File: config.mk
export PLATFORM = sky130hd
export DESIGN_NAME = awc_core
export DESIGN_NICKNAME = d
export VERILOG_FILES = /design/src/hdl/awc_pkg.sv /design/src/hdl/awc_core.sv
export VERILOG_INCLUDE_DIRS = /design/src /design/src/hdl
export SDC_FILE = /design/constraint.sdc
export NUM_CORES = 1
export LEC_CHECK = 0
export BUFFER_PORTS_ARGS = -buffer_cell sky130_fd_sc_hd__clkbuf_2
export CAP_MARGIN = 10
export CORE_UTILIZATION = 50
export DETAILED_ROUTE_END_ITERATION = 12
export GPL_ROUTABILITY_DRIVEN = 0
export GPL_TIMING_DRIVEN = 0
export HOLD_SLACK_MARGIN = 0.03
export PLACE_DENSITY_LB_ADDON = 0.3
export SLEW_MARGIN = 0
export SYNTH_ARGS = -nofsm -noshare
export SYNTH_HDL_FRONTEND = slang
export SYNTH_SLANG_ARGS = --single-unit
File: constraint.sdc
create_clock -name mclk -period 6.8 [get_ports mclk]
set_clock_uncertainty 0.05 [all_clocks]
set_input_delay 1.36 -clock mclk [delete_from_list [all_inputs] [get_ports mclk]]
set_output_delay 1.36 -clock mclk [all_outputs]
set_load 0.005 [all_outputs]
File: src/hdl/awc_params.svh
`ifndef AWC_PARAMS_SVH
`define AWC_PARAMS_SVH
// Instruction lengths in bytes
`define AWC_LEN_IMM        3'h2
`define AWC_LEN_SADDR_IMM  3'h3
`define AWC_LEN_REG        3'h2
`define AWC_LEN_SADDR      3'h2
`define AWC_LEN_ABS        3'h3
`define AWC_LEN_PTR        3'h1
`define AWC_LEN_PTR_IDX    3'h2
// Clock counts: fast RAM or no data access / other area
`define AWC_CLK_IMM        4'h4
`define AWC_CLK_REG        4'h4
`define AWC_CLK_SADDR_IMM_F 4'h6
`define AWC_CLK_SADDR_IMM_S 4'h8
`define AWC_CLK_SADDR_F    4'h4
`define AWC_CLK_SADDR_S    4'h5
`define AWC_CLK_ABS_F      4'h8
`define AWC_CLK_ABS_S      4'h9
`define AWC_CLK_PTR_F      4'h4
`define AWC_CLK_PTR_S      4'h5
`define AWC_CLK_IDX_F      4'h8
`define AWC_CLK_IDX_S      4'h9
// Accumulator and flag reset values
`define AWC_RST_ACC        8'h00
`define AWC_RST_FLAGS      3'h0
`endif

File: src/hdl/awc_pkg.sv
`default_nettype none
package awc_pkg;
    // Operand forms
    typedef enum logic [3:0] {
        AWC_FORM_IMM       = 4'h0,  // A, #byte
        AWC_FORM_SADDR_IMM = 4'h1,  // saddr, #byte
        AWC_FORM_A_REG     = 4'h2,  // A, r
        AWC_FORM_REG_A     = 4'h3,  // r, A
        AWC_FORM_SADDR     = 4'h4,  // A, saddr
        AWC_FORM_ABS       = 4'h5,  // A, !addr16
        AWC_FORM_PTR       = 4'h6,  // A, [pointer]
        AWC_FORM_PTR_BYTE  = 4'h7,  // A, [pointer + byte]
        AWC_FORM_PTR_B     = 4'h8,  // A, [pointer + B]
        AWC_FORM_PTR_C     = 4'h9   // A, [pointer + C]
    } awc_form_t;

    typedef enum logic [1:0] {
        AWC_IDLE  = 2'b00,
        AWC_READ  = 2'b01,
        AWC_WAIT  = 2'b10,
        AWC_WRITE = 2'b11
    } awc_state_t;
endpackage : awc_pkg
`default_nettype wire

File: src/hdl/awc_core.sv
`include "awc_params.svh"
`default_nettype none
// Operation
// RULE1 - Immediate add-with-carry: A gets A plus byte plus carry; carry gets carry-out.
// RULE2 - Short direct immediate form writes sum back to location; 3 bytes, 6 or 8 clocks.
// RULE3 - Register-destination form stores r plus A plus carry in r; 2 bytes, 4 clocks.
// RULE4 - Indexed indirect address is pointer pair plus B; 2 bytes, 8 or 9 clocks.
// RULE5 - Pointer-indirect form reads byte at pointer pair; 1 byte, 4 or 5 clocks.
// RULE6 - Absolute form reads byte at 16-bit address; 3 bytes, 8 or 9 clocks.
// RULE7 - Lower count when fast RAM accessed or no data access.
// RULE8 - Higher count outside fast RAM; immediate-to-accumulator always 4 clocks.
// RULE9 - One counted cycle equals one cpu_clock period.
// RULE10 - Counts apply to code fetched from internal program ROM.
// RULE11 - Plain add immediate: A gets A plus byte, carry-out to carry; 2 bytes, 4 clocks.
// RULE12 - Zero flag on zero result, aux carry on carry out of bit 3.
module awc_core #(
    parameter int FAST_RAM_LO = 16'hfb00,
    parameter int FAST_RAM_HI = 16'hfeff
) (
    input  wire logic                  mclk,
    input  wire logic                  rst,
    input  wire logic                  start,
    input  wire logic [3:0]            form,
    input  wire logic                  use_carry,
    input  wire logic [7:0]            imm_byte,
    input  wire logic [15:0]           addr16,
    input  wire logic [7:0]            reg_in,
    input  wire logic [15:0]           pointer_pair,
    input  wire logic [7:0]            reg_b,
    input  wire logic [7:0]            reg_c,
    input  wire logic [7:0]            mem_rdata,
    output logic                       busy,
    output logic                       done,
    output logic [15:0]                mem_addr,
    output logic                       mem_rd,
    output logic                       mem_wr,
    output logic [7:0]                 mem_wdata,
    output logic [7:0]                 acc,
    output logic [7:0]                 reg_out,
    output logic                       reg_we,
    output logic                       carry_flag,
    output logic                       aux_carry_flag,
    output logic                       zero_flag,
    output logic [2:0]                 instr_len,
    output logic [3:0]                 instr_clocks
);
    // Refuse a fast RAM window that a 16-bit address cannot reach
    if (FAST_RAM_LO < 0 || FAST_RAM_LO > FAST_RAM_HI || FAST_RAM_HI > 32'h0000ffff)
    begin : g_bad_window
        $error("fast RAM window invalid");
    end

    awc_pkg::awc_state_t state;
    logic [3:0]  cnt;
    logic [3:0]  cur_form;
    logic        cur_cy;
    logic [7:0]  opnd;
    logic [15:0] ea;
    logic [8:0]  sum;
    logic        half;

    // Effective address per form
    function automatic logic [15:0] eff_addr(input logic [3:0] f, input logic [15:0] a,
                                             input logic [15:0] p, input logic [7:0] b,
                                             input logic [7:0] c, input logic [7:0] i);
        unique case (f)
            4'h1, 4'h4: eff_addr = {8'hfe, i};
            4'h5:       eff_addr = a;
            4'h6:       eff_addr = p;
            4'h7:       eff_addr = p + {8'h00, i};
            4'h8:       eff_addr = p + {8'h00, b}; // RULE4
            4'h9:       eff_addr = p + {8'h00, c};
            default:    eff_addr = 16'h0000;
        endcase
    endfunction : eff_addr

    function automatic logic is_fast(input logic [15:0] a);
        is_fast = ({16'h0000, a} >= FAST_RAM_LO[31:0]) && ({16'h0000, a} <= FAST_RAM_HI[31:0]);
    endfunction : is_fast

    // Second operand byte address for short direct form: low byte of addr16
    logic [15:0] next_ea;
    logic        fast;
    always_comb
    begin
        next_ea = eff_addr(form, addr16, pointer_pair, reg_b, reg_c,
                           (form == 4'h1 || form == 4'h4) ? addr16[7:0] : imm_byte);
        fast = is_fast(next_ea);
    end

    // Lengths and counts; counts hold for internal ROM fetch // RULE10
    always_comb
    begin
        unique case (form)
            4'h0:
            begin
                instr_len    = `AWC_LEN_IMM;
                instr_clocks = `AWC_CLK_IMM; // RULE8
            end
            4'h1:
            begin
                instr_len    = `AWC_LEN_SADDR_IMM; // RULE2
                instr_clocks = fast ? `AWC_CLK_SADDR_IMM_F : `AWC_CLK_SADDR_IMM_S;
            end
            4'h2,
            4'h3:
            begin
                instr_len    = `AWC_LEN_REG;
                instr_clocks = `AWC_CLK_REG; // RULE3
            end
            4'h4:
            begin
                instr_len    = `AWC_LEN_SADDR;
                instr_clocks = fast ? `AWC_CLK_SADDR_F : `AWC_CLK_SADDR_S;
            end
            4'h5:
            begin
                instr_len    = `AWC_LEN_ABS; // RULE6
                instr_clocks = fast ? `AWC_CLK_ABS_F : `AWC_CLK_ABS_S;
            end
            4'h6:
            begin
                instr_len    = `AWC_LEN_PTR; // RULE5
                instr_clocks = fast ? `AWC_CLK_PTR_F : `AWC_CLK_PTR_S; // RULE7
            end
            4'h7,
            4'h8,
            4'h9:
            begin
                instr_len    = `AWC_LEN_PTR_IDX; // RULE4
                instr_clocks = fast ? `AWC_CLK_IDX_F : `AWC_CLK_IDX_S; // RULE8
            end
            default:
            begin
                instr_len    = 3'h0;
                instr_clocks = 4'h0;
            end
        endcase
    end

    // Adder with optional carry in
    always_comb
    begin
        sum  = {1'b0, acc} + {1'b0, opnd} + {8'h00, cur_cy}; // RULE1 RULE11
        half = (({1'b0, acc[3:0]} + {1'b0, opnd[3:0]} + {4'h0, cur_cy}) > 5'h0f); // RULE12
    end

    function automatic logic has_mem(input logic [3:0] f);
        has_mem = (f == 4'h1) || (f >= 4'h4 && f <= 4'h9);
    endfunction : has_mem

    // Sequencer: one count per mclk period, which is cpu_clock
    always_ff @(posedge mclk or posedge rst)
    begin
        if (rst)
        begin
            state    <= awc_pkg::AWC_IDLE;
            cnt      <= 4'h0;
            cur_form <= 4'h0;
            cur_cy   <= 1'b0;
            opnd     <= 8'h00;
            ea       <= 16'h0000;
        end
        else
        begin
            unique case (state)
                awc_pkg::AWC_IDLE:
                    if (start && instr_clocks != 4'h0)
                    begin
                        cur_form <= form;
                        cur_cy   <= use_carry & carry_flag;
                        ea       <= next_ea;
                        cnt      <= instr_clocks - 4'h1; // RULE9
                        // Register forms add r to A in either direction
                        opnd     <= (form == 4'h0 || form == 4'h1) ? imm_byte : reg_in;
                        state    <= has_mem(form) ? awc_pkg::AWC_READ : awc_pkg::AWC_WAIT;
                    end
                awc_pkg::AWC_READ:
                begin
                    if (cur_form != 4'h1)
                        opnd <= mem_rdata;
                    cnt   <= cnt - 4'h1;
                    state <= awc_pkg::AWC_WAIT;
                end
                awc_pkg::AWC_WAIT:
                begin
                    cnt <= cnt - 4'h1;
                    if (cnt == 4'h1)
                        state <= awc_pkg::AWC_WRITE;
                end
                awc_pkg::AWC_WRITE:
                    state <= awc_pkg::AWC_IDLE;
            endcase
        end
    end

    // Saddr-immediate operand: location read plus immediate; location held in loc, outside the acc path
    logic [7:0] loc;
    always_ff @(posedge mclk or posedge rst)
    begin
        if (rst)
            loc <= 8'h00;
        else if (state == awc_pkg::AWC_READ)
            loc <= mem_rdata;
    end

    logic [8:0] sum_loc;
    logic       half_loc;
    always_comb
    begin
        sum_loc  = {1'b0, loc} + {1'b0, opnd} + {8'h00, cur_cy}; // RULE2
        half_loc = (({1'b0, loc[3:0]} + {1'b0, opnd[3:0]} + {4'h0, cur_cy}) > 5'h0f);
    end

    // Result write-back and flags
    always_ff @(posedge mclk or posedge rst)
    begin
        if (rst)
        begin
            acc            <= `AWC_RST_ACC;
            reg_out        <= 8'h00;
            reg_we         <= 1'b0;
            mem_wr         <= 1'b0;
            mem_wdata      <= 8'h00;
            carry_flag     <= 1'b0;
            aux_carry_flag <= 1'b0;
            zero_flag      <= 1'b0;
            done           <= 1'b0;
        end
        else
        begin
            reg_we <= 1'b0;
            mem_wr <= 1'b0;
            done   <= 1'b0;
            if (state == awc_pkg::AWC_WRITE)
            begin
                done <= 1'b1;
                if (cur_form == 4'h1)
                begin
                    mem_wr         <= 1'b1;
                    mem_wdata      <= sum_loc[7:0];
                    carry_flag     <= sum_loc[8];
                    aux_carry_flag <= half_loc;
                    zero_flag      <= (sum_loc[7:0] == 8'h00); // RULE12
                end
                else
                begin
                    if (cur_form == 4'h3)
                    begin
                        reg_out <= sum[7:0]; // RULE3
                        reg_we  <= 1'b1;
                    end
                    else
                        acc <= sum[7:0]; // RULE1
                    carry_flag     <= sum[8];
                    aux_carry_flag <= half;
                    zero_flag      <= (sum[7:0] == 8'h00); // RULE12
                end
            end
        end
    end

    assign busy     = (state != awc_pkg::AWC_IDLE);
    assign mem_rd   = (state == awc_pkg::AWC_READ);
    assign mem_addr = ea;
endmodule : awc_core
`default_nettype wire

* Word-level counts from Yosys, hierarchy flattened *
Cells that the tools add are included.

cells by class
  magnitude comparators = 6
  bitwise operators = 3
  reduce and logical (&&, ||, !) cells = 28
  mux-type cells = 26
  eq/ne operators = 19
  add/sub/neg operators = 13

operators by type and width
  operator              number
  $pmux 16 s6           1
  $add 16x8->16         3
  $mux 8                4
  $add 8x8->9           2
  $add 9x1->9           2
  $eq 4x3->1 const B    4
  $ge 16x16->1 const B  1
  $le 16x16->1 const B  1
  $logic_not 8->1       2
  $pmux 4 s4            1
  $pmux 8 s2            1
  $eq 4x1->1 const B    3
  $eq 4x2->1 const B    3
  $mux 1                11
  $add 4x4->5           2
  $add 5x1->5           2
  $gt 5x4->1 const B    2
  $reduce_and 3->1      3
  $eq 4x4->1 const B    2
  $mux 4                2
  $pmux 2 s4            1
  $pmux 4 s2            1
  $reduce_and 2->1      4
  $reduce_or 2->1       4
  other kinds (21)      33

storage, ports and cells
  register bits after elaboration = 73
  input port bits = 80

* Longest topological paths before layout *
Gate-level depths: netlist of the first run.

  word-level depth = 13
  mapped depth = 24
  mapped depth without buffers = 21

* Least setup slack after synthesis of the first run *
Ideal clock, no wire load.

  path kind = input -> output
  from = in form[2]
  to = out instr_clocks[0]
  data arrival time = 4697 ps
  cell stages on the path = 16
  slack = 693 ps
  required time = 5390 ps
  buffers on the path = 3
  cell sequence = buf_6 -> clkbuf_1 -> xnor2_1 -> or3_1 -> clkbuf_1 -> mux2i_1 -> a21oi_1 -> ha_1 -> fa_1 -> a21o_1 -> a2111o_1 -> a311oi_2 -> o31a_2 -> a21oi_2 -> xnor2_1 -> a41oi_2

on the way
  word-level cells in the longest chain between the ends = 9

ends and longest elaborated chain
  what                                          line                                            text
  start, declared                               awc_core.sv:23                                  input wire logic [3:0] form,
  $eq 4x1->1 or $eq 4x3->1 (tied branches)      awc_core.sv:66, awc_core.sv:87, awc_core.sv:94
  $logic_or 1x1->1                              awc_core.sv:87                                  (form == 4'h1 || form == 4'h4) ? addr16[7:0] : imm_byte);
  $mux 8                                        awc_core.sv:87
  $add 16x8->16                                 awc_core.sv:70                                  4'h7: eff_addr = p + {8'h00, i};
  $pmux 16 s6                                   awc_core.sv:66                                  unique case (f)
  $ge 16x16->1 or $le 16x16->1 (tied branches)  awc_core.sv:78                                  is_fast = ({16'h0000, a} >= FAST_RAM_LO[31:0]) && ({16'h0000, a} <= FAST_RAM_HI[31:0]);
  $logic_and 1x1->1                             awc_core.sv:78
  $mux 1 (no source line)                       -
  $pmux 4 s4 *                                  awc_core.sv:94                                  unique case (form)
  end, declared                                 awc_core.sv:45                                  output logic [3:0] instr_clocks

Mark *: on every way between the ends. The rest lies on a longest branch, timed or not.

* Worst setup path in the final report of the first run *
  from = in form[0]
  to = out instr_clocks[0]

Same word-level chain as after synthesis.

==> summary.md, run 1 <==
| Metric | Value |
|---|---|
| Outcome | `finished, final reports clean` |
| Max_slew headroom | `0.469` |
| Die W | `104 um` |
| Final hold viol count | `0` |
| Final max-slew violation count | `0` |
| Mux contribution to synthesized area | `0.103` |
| Syn nets | `680` |
| CP startpoint kind | `primary input` |
| Fillcell total | `880` |
| Largest net degree at the start of global routing | `74` |
| Worst Hold End | `mem_wdata[2]$_DFFE_PP0P_` |
| Leak | `0.00300 uW` |
| Setup tns final | `0 ps` |
| CTS tree | `built` |
| Pre-CTS setup slack | `-35.8 ps` |
| Iter 0 DRT Violations | `195` |
| EDFF count, synth | `0` |
| Fin crit share | `0.971` |
| CTS root buf | `clkbuf_8` |
| Estimated wirelength of the detail-placed design | `10800 um` |
| Clk buf depth | `2` |
| Clock Sink Count | `73` |
| Most common cell after layout, fill and taps aside | `clkbuf_2` |
| Grt total ovfl | `0` |
| Transition time of the tightest slew-check pin | `793 ps` |
| Vias in the first global route | `4738` |
| CP required | `5390 ps` |
| Yosys warns | `0` |
| Via Count | `4798` |
| Placed inst area | `6020 sq um` |
| Initial antenna violation count | `0` |
| Setup ws final | `197 ps` |
| Synth Area in XOR/XNOR | `0.0356` |
| Peak VDD IR | `161 uV` |
| DR DRC count | `0` |
| RSZ-0062 raised after global routing | `false` |
| Area of the multi-input gates | `3070 sq um` |
| Synth-to-Final Area Change | `20.1%` |
| Post-synth cell types | `72` |
| Synthesized instance count | `564` |
| Path depth of the worst reg2reg path | `10` |
| Starting Density | `0.522` |
| Most frequent cells in the layout | `clkbuf_2 (132), dfrtp_1 (73), o21ai_0 (60)` |
| Row Count | `36` |
| Top FF cell, synth | `dfrtp_1` |
| Post-route minimum period | `6600 ps` |
| Share of layout cells above drive strength 1 | `0.299` |
| Cell count after placement | `829` |
| WHS | `429 ps` |
| Max Clk Rate | `151 MHz` |
| Clock transition at path regs | `80 ps` |
| #FFs+latches synth | `73` |
| Reg2reg start | `cur_cy$_DFFE_PP0P_` |
| PwrDens | `399 nW/um^2` |
| TritonCTS Buffers | `9` |
| PortBufs | `131` |
| Overall Global Routing Usage | `0.266` |
| WL/cell | `16.5 um` |
| Number of inserted diodes | `0` |
| Largest family of logic cells by synthesized area | `compound AO/OA/AOI/OAI gates` |
| Synth Area in Compound Gates | `0.225` |
| WP data arrival | `5190 ps` |
| Worst-path fanout max | `10` |
| Die Area | `10700 sq um` |
| Maxcap violations | `0` |
| Drt via density | `5.70` |
| # setup viols final | `0` |
| Htree depth | `3` |
| Crit end category | `output pin` |
| Register Area | `1830 sq um` |
| CP Class | `in -> out` |
| Layout Nets | `820` |
| Final std cells w/o fill | `842` |
| Latest clock arrival within the worst-skew pair | `360 ps` |
| Die height | `104 um` |
| Drt first pass iters | `5` |
| Final WL | `13900 um` |
| Post-Syn Area | `5170 sq um` |
| HP Class | `reg -> reg` |
| IO Pins | `135` |
| Simple-gate share of the synthesized area | `0.136` |
| Min-delay src | `mem_wdata[2]$_DFFE_PP0P_` |
| Syn Area/Cell | `9.16 sq um` |
| Hold Path Cell Cnt | `2` |
| Worst R2R Setup Slack | `3710 ps` |
| Async set-or-reset flop fraction in the synthesized netlist | `1.00` |
| Seq/Total Area, Yosys | `0.353` |
| Synth Area in Adders | `0.0944` |
| First-pass GRT wire length | `22800 um` |
| DRT antenna net count | `0` |
| Finished Cell Area | `6210 sq um` |
| Core box area | `9910 sq um` |
| Reg2Reg Capture Point | `zero_flag$_DFFE_PP0P_` |
power breakdown:
part	leakage, uW	total (uW)	switching [uW]	internal (uW)
Clock	0.0000929	354	183	171
Combinational	0.00199	1350	731	623
Sequential	0.000919	769	139	630
Total	0.00300	2480	1050	1420
worst max-delay path: stages:
cell and delay, ps:
clkbuf_2 100, buf_2 180, xnor2_1 140, or3_1 550
mux2i_1 230, a21oi_1 100, ha_1 220, fa_1 410
a21o_1 230, a221oi_2 370, o32ai_2 180, a21boi_1 210
o21ai_2 100, a221oi_2 390, a41oi_2 230, clkbuf_2 160
synth_stat cells (2+ instances only):
master | instances | area, sq um
a21oi_2 | 2 | 17.5
xor2_1 | 7 | 61.3
a21oi_1 | 42 | 210
ha_1 | 31 | 388
nor2_1 | 40 | 150
mux2_2 | 32 | 360
nand4_1 | 3 | 18.8
nand3_1 | 6 | 30.0
buf_4 | 2 | 15.0
and3_1 | 3 | 18.8
fa_1 | 5 | 100
clkbuf_1 | 15 | 56.3
o21a_1 | 3 | 22.5
a211oi_1 | 14 | 105
nor3_1 | 4 | 20.0
or3_1 | 3 | 18.8
a21o_1 | 7 | 52.6
inv_1 | 33 | 124
o31a_1 | 2 | 17.5
nand2_1 | 55 | 206
o221ai_1 | 5 | 43.8
mux2i_1 | 17 | 170
buf_2 | 5 | 25.0
dfrtp_1 | 73 | 1830
buf_6 | 2 | 22.5
nand2b_1 | 5 | 31.3
o21ai_2 | 2 | 17.5
a32oi_1 | 3 | 26.3
a221oi_2 | 3 | 45.0
xnor2_1 | 14 | 123
a22oi_1 | 9 | 67.6
o21ai_0 | 60 | 300
a21boi_0 | 2 | 15.0
or2_1 | 2 | 12.5
o31ai_1 | 2 | 15.0
and2_1 | 9 | 56.3
o211ai_1 | 2 | 15.0
a31oi_1 | 2 | 12.5
nor2b_1 | 4 | 25.0
a21boi_1 | 2 | 15.0
what timing repair did:
| action | in CTS | in global routing |
|---|---|---|
| buffers inserted | 0 | 0 |
| hold buffers | 0 | 0 |
| setup endpoints to repair | 1 | 1 |
| gates resized for setup | 1 | 0 |
area by class of cell:
cell class	instances	area share
buffer	23	0.0210
inverter	34	0.0210
clock inverter	6	0.0109
clock buffer	10	0.0206
timing repair buffer	132	0.110
multi-input combinational	431	0.495
sequential	73	0.294
tap	133	0.0268
worst max path at each step:
stage	start	to	slack, ps	cells past startpoint
after floorplan	form[2]	instr_clocks[0]	690	16
after global placement	form[2]	instr_clocks[0]	50	17
after detailed placement	form[2]	instr_clocks[0]	-40	17
after CTS	form[2]	instr_clocks[0]	110	16
after global routing	form[0]	instr_clocks[0]	80	16
final	form[0]	instr_clocks[0]	200	16
kinds of logic after synthesis:
kind of cell             Yosys count
buffers and inverters             60
AO/OA/AOI/OAI                    177
AND/OR/NAND/NOR                  147
multiplexers                      49
XOR/XNOR                          21
flip-flops                        73
adder cells (fa/ha/maj)           36
other                              1
metrics by stage:
step | util | power, uW
after global routing | 0.626 | 2680
after global placement | 0.605 | 2060
after CTS | 0.627 | 2480
after floorplan | - | 1710
after detailed placement | 0.608 | 2120
final | 0.626 | 2480
sequential cells by signal (all words and copies together), names as in the netlist, 4 cells and up:
register   count
acc            8
mem_wdata      8
loc            8
cur_form       4
reg_out        8
cnt            4
mem_addr      16
opnd           8
layer usage:
metal | track usage | vias to the layer above | share of wire
li1 | - | 2307 | -
met1 | 0.334 | 2264 | 0.42
met2 | 0.459 | 195 | 0.49
met3 | 0.0428 | 32 | 0.068
met4 | 0.102 | 0 | 0.023
met5 | 0 | - | 0
Note: power is estimated with default switching activity, not from simulation.
==> inputs of run 2 (changes only) <==
==> constraint.sdc (replaced) <==
create_clock -name mclk -period 6.4 [get_ports mclk]
set_clock_uncertainty 0.05 [all_clocks]
set_input_delay 1.28 -clock mclk [delete_from_list [all_inputs] [get_ports mclk]]
set_output_delay 1.28 -clock mclk [all_outputs]
set_load 0.005 [all_outputs]
==> run 2 against run 1 <==
  * Via count down 0.58%
  * Register-to-register slack worse by 410 ps
  * Critical path type unchanged
  * Non-clock buffer count stayed put
  * Highest routed layer unchanged
==> summary.md, run 2 (synthesized netlist as in run 1, its figures left out) <==
| Metric | Value |
|---|---|
| Outcome | `finished, final reports clean` |
| Min-delay src | `mem_wdata[2]$_DFFE_PP0P_` |
| Reg2Reg Capture Point | `zero_flag$_DFFE_PP0P_` |
| Most frequent cells in the layout | `clkbuf_2 (133), dfrtp_1 (73), o21ai_0 (60)` |
| Clock transition at path regs | `80 ps` |
| WL/cell | `16.6 um` |
| Max_slew headroom | `0.467` |
| WP data arrival | `4930 ps` |
| Reg2reg start | `cur_cy$_DFFE_PP0P_` |
| CP Class | `in -> out` |
| Transition time of the tightest slew-check pin | `797 ps` |
| Fin crit share | `0.978` |
| Starting Density | `0.522` |
| Via Count | `4770` |
| CTS Hold Bufs | `0` |
| Initial antenna violation count | `0` |
| Iter 0 DRT Violations | `187` |
| RSZ-0062 raised after global routing | `false` |
| Die Area | `10700 sq um` |
| Die W | `104 um` |
| Final hold viol count | `0` |
| Synth-to-Final Area Change | `20.2%` |
| Drt via density | `5.67` |
| Vias in the first global route | `4747` |
| IO Pins | `135` |
| Die height | `104 um` |
| HP Class | `reg -> reg` |
| Drt first pass iters | `5` |
| Post-route minimum period | `6260 ps` |
| CTS root buf | `clkbuf_8` |
| Leak | `0.00301 uW` |
| Overall Global Routing Usage | `0.265` |
| Number of inserted diodes | `0` |
| Maxcap violations | `0` |
| Setup tns final | `0 ps` |
| Final WL | `13900 um` |
| Crit end category | `output pin` |
| Latest clock arrival within the worst-skew pair | `360 ps` |
| Hold Path Cell Cnt | `2` |
| WHS | `429 ps` |
| Worst R2R Setup Slack | `3300 ps` |
| Share of layout cells above drive strength 1 | `0.302` |
| Estimated wirelength of the detail-placed design | `10800 um` |
| Core box area | `9910 sq um` |
| Path depth of the worst reg2reg path | `10` |
| Htree depth | `3` |
| Worst Hold End | `mem_wdata[2]$_DFFE_PP0P_` |
| DRT antenna net count | `0` |
| Worst-path fanout max | `10` |
| CTS tree | `built` |
| Clk buf depth | `2` |
| Final max-slew violation count | `0` |
| Clock Sink Count | `73` |
| TritonCTS Buffers | `9` |
| Largest net degree at the start of global routing | `74` |
| Peak VDD IR | `171 uV` |
| DR DRC count | `0` |
| Cell count after placement | `829` |
| PortBufs | `131` |
| Grt total ovfl | `0` |
| Layout Nets | `820` |
| PwrDens | `424 nW/um^2` |
| First-pass GRT wire length | `22700 um` |
| Most common cell after layout, fill and taps aside | `clkbuf_2` |
| Row Count | `36` |
| Max Clk Rate | `160 MHz` |
| CP startpoint kind | `primary input` |
| # setup viols final | `0` |
| Max reg flops | `16` |
| CP required | `5070 ps` |
| Final std cells w/o fill | `842` |
run 2: per-layer routing:
layer	GRT usage	up-vias	part of all wire
met5	0	-	0
met3	0.0403	31	0.055
met4	0.110	0	0.027
met2	0.456	178	0.49
met1	0.334	2251	0.42
li1	-	2310	-
run 2: stage by stage:
| step | power [uW] | util | cell area, sq um | worst slack (ps) |
|---|---|---|---|---|
| global route | 2850 | 0.627 | 6210 | 22.8 |
| finish | 2630 | 0.627 | 6210 | 139 |
| floorplan | 1810 | - | 5170 | 397 |
| global placement | 2180 | 0.605 | 5990 | -237 |
| detailed placement | 2260 | 0.608 | 6020 | -319 |
| CTS | 2630 | 0.627 | 6210 | 26.7 |
run 2: where the power goes:
part	leakage, uW	internal, uW	switching [uW]
registers	0.000919	670	147
logic	0.00199	662	780
clock network	0.0000929	182	193
total	0.00301	1510	1120
run 2: critical path, stage by stage:
cell and delay [ps]:
clkbuf_2 100, buf_2 180, xnor2_1 150, or3_4 440, mux2i_1 180, a21oi_1 100, ha_1 220, fa_1 410
a21o_1 230, a221oi_2 370, o32ai_2 180, a21boi_1 210, o21ai_2 100, a221oi_2 380, a41oi_2 220, clkbuf_2 160
run 2: worst max path at each step:
| stage | startpoint | endpoint | slack [ps] | cells after the start |
|---|---|---|---|---|
| floorplan | form[2] | opnd[2]$_DFFE_PP0P_ | 400 | 22 |
| global placement | form[2] | opnd[7]$_DFFE_PP0P_ | -240 | 22 |
| detailed placement | form[2] | opnd[4]$_DFFE_PP0P_ | -320 | 22 |
| CTS | form[2] | instr_clocks[0] | 30 | 16 |
| global route | form[1] | instr_clocks[0] | 20 | 15 |
| finish | form[0] | instr_clocks[0] | 140 | 16 |
run 2: cell type report:
class                      count  area [sq um]
buffer                        23           131
clock buffer                  10           128
clock inverter                 6          67.6
fill                         881          3700
inverter                      34           130
multi-input combinational    431          3080
sequential                    73          1830
tap                          133           166
timing repair buffer         132           683
run 2: repair_timing:
item / in CTS / in global routing
setup buffers: 0 / 0
gates resized for setup: 2 / 2
endpoints found under the hold margin: 0 / 0
setup endpoints to repair: 1 / 1
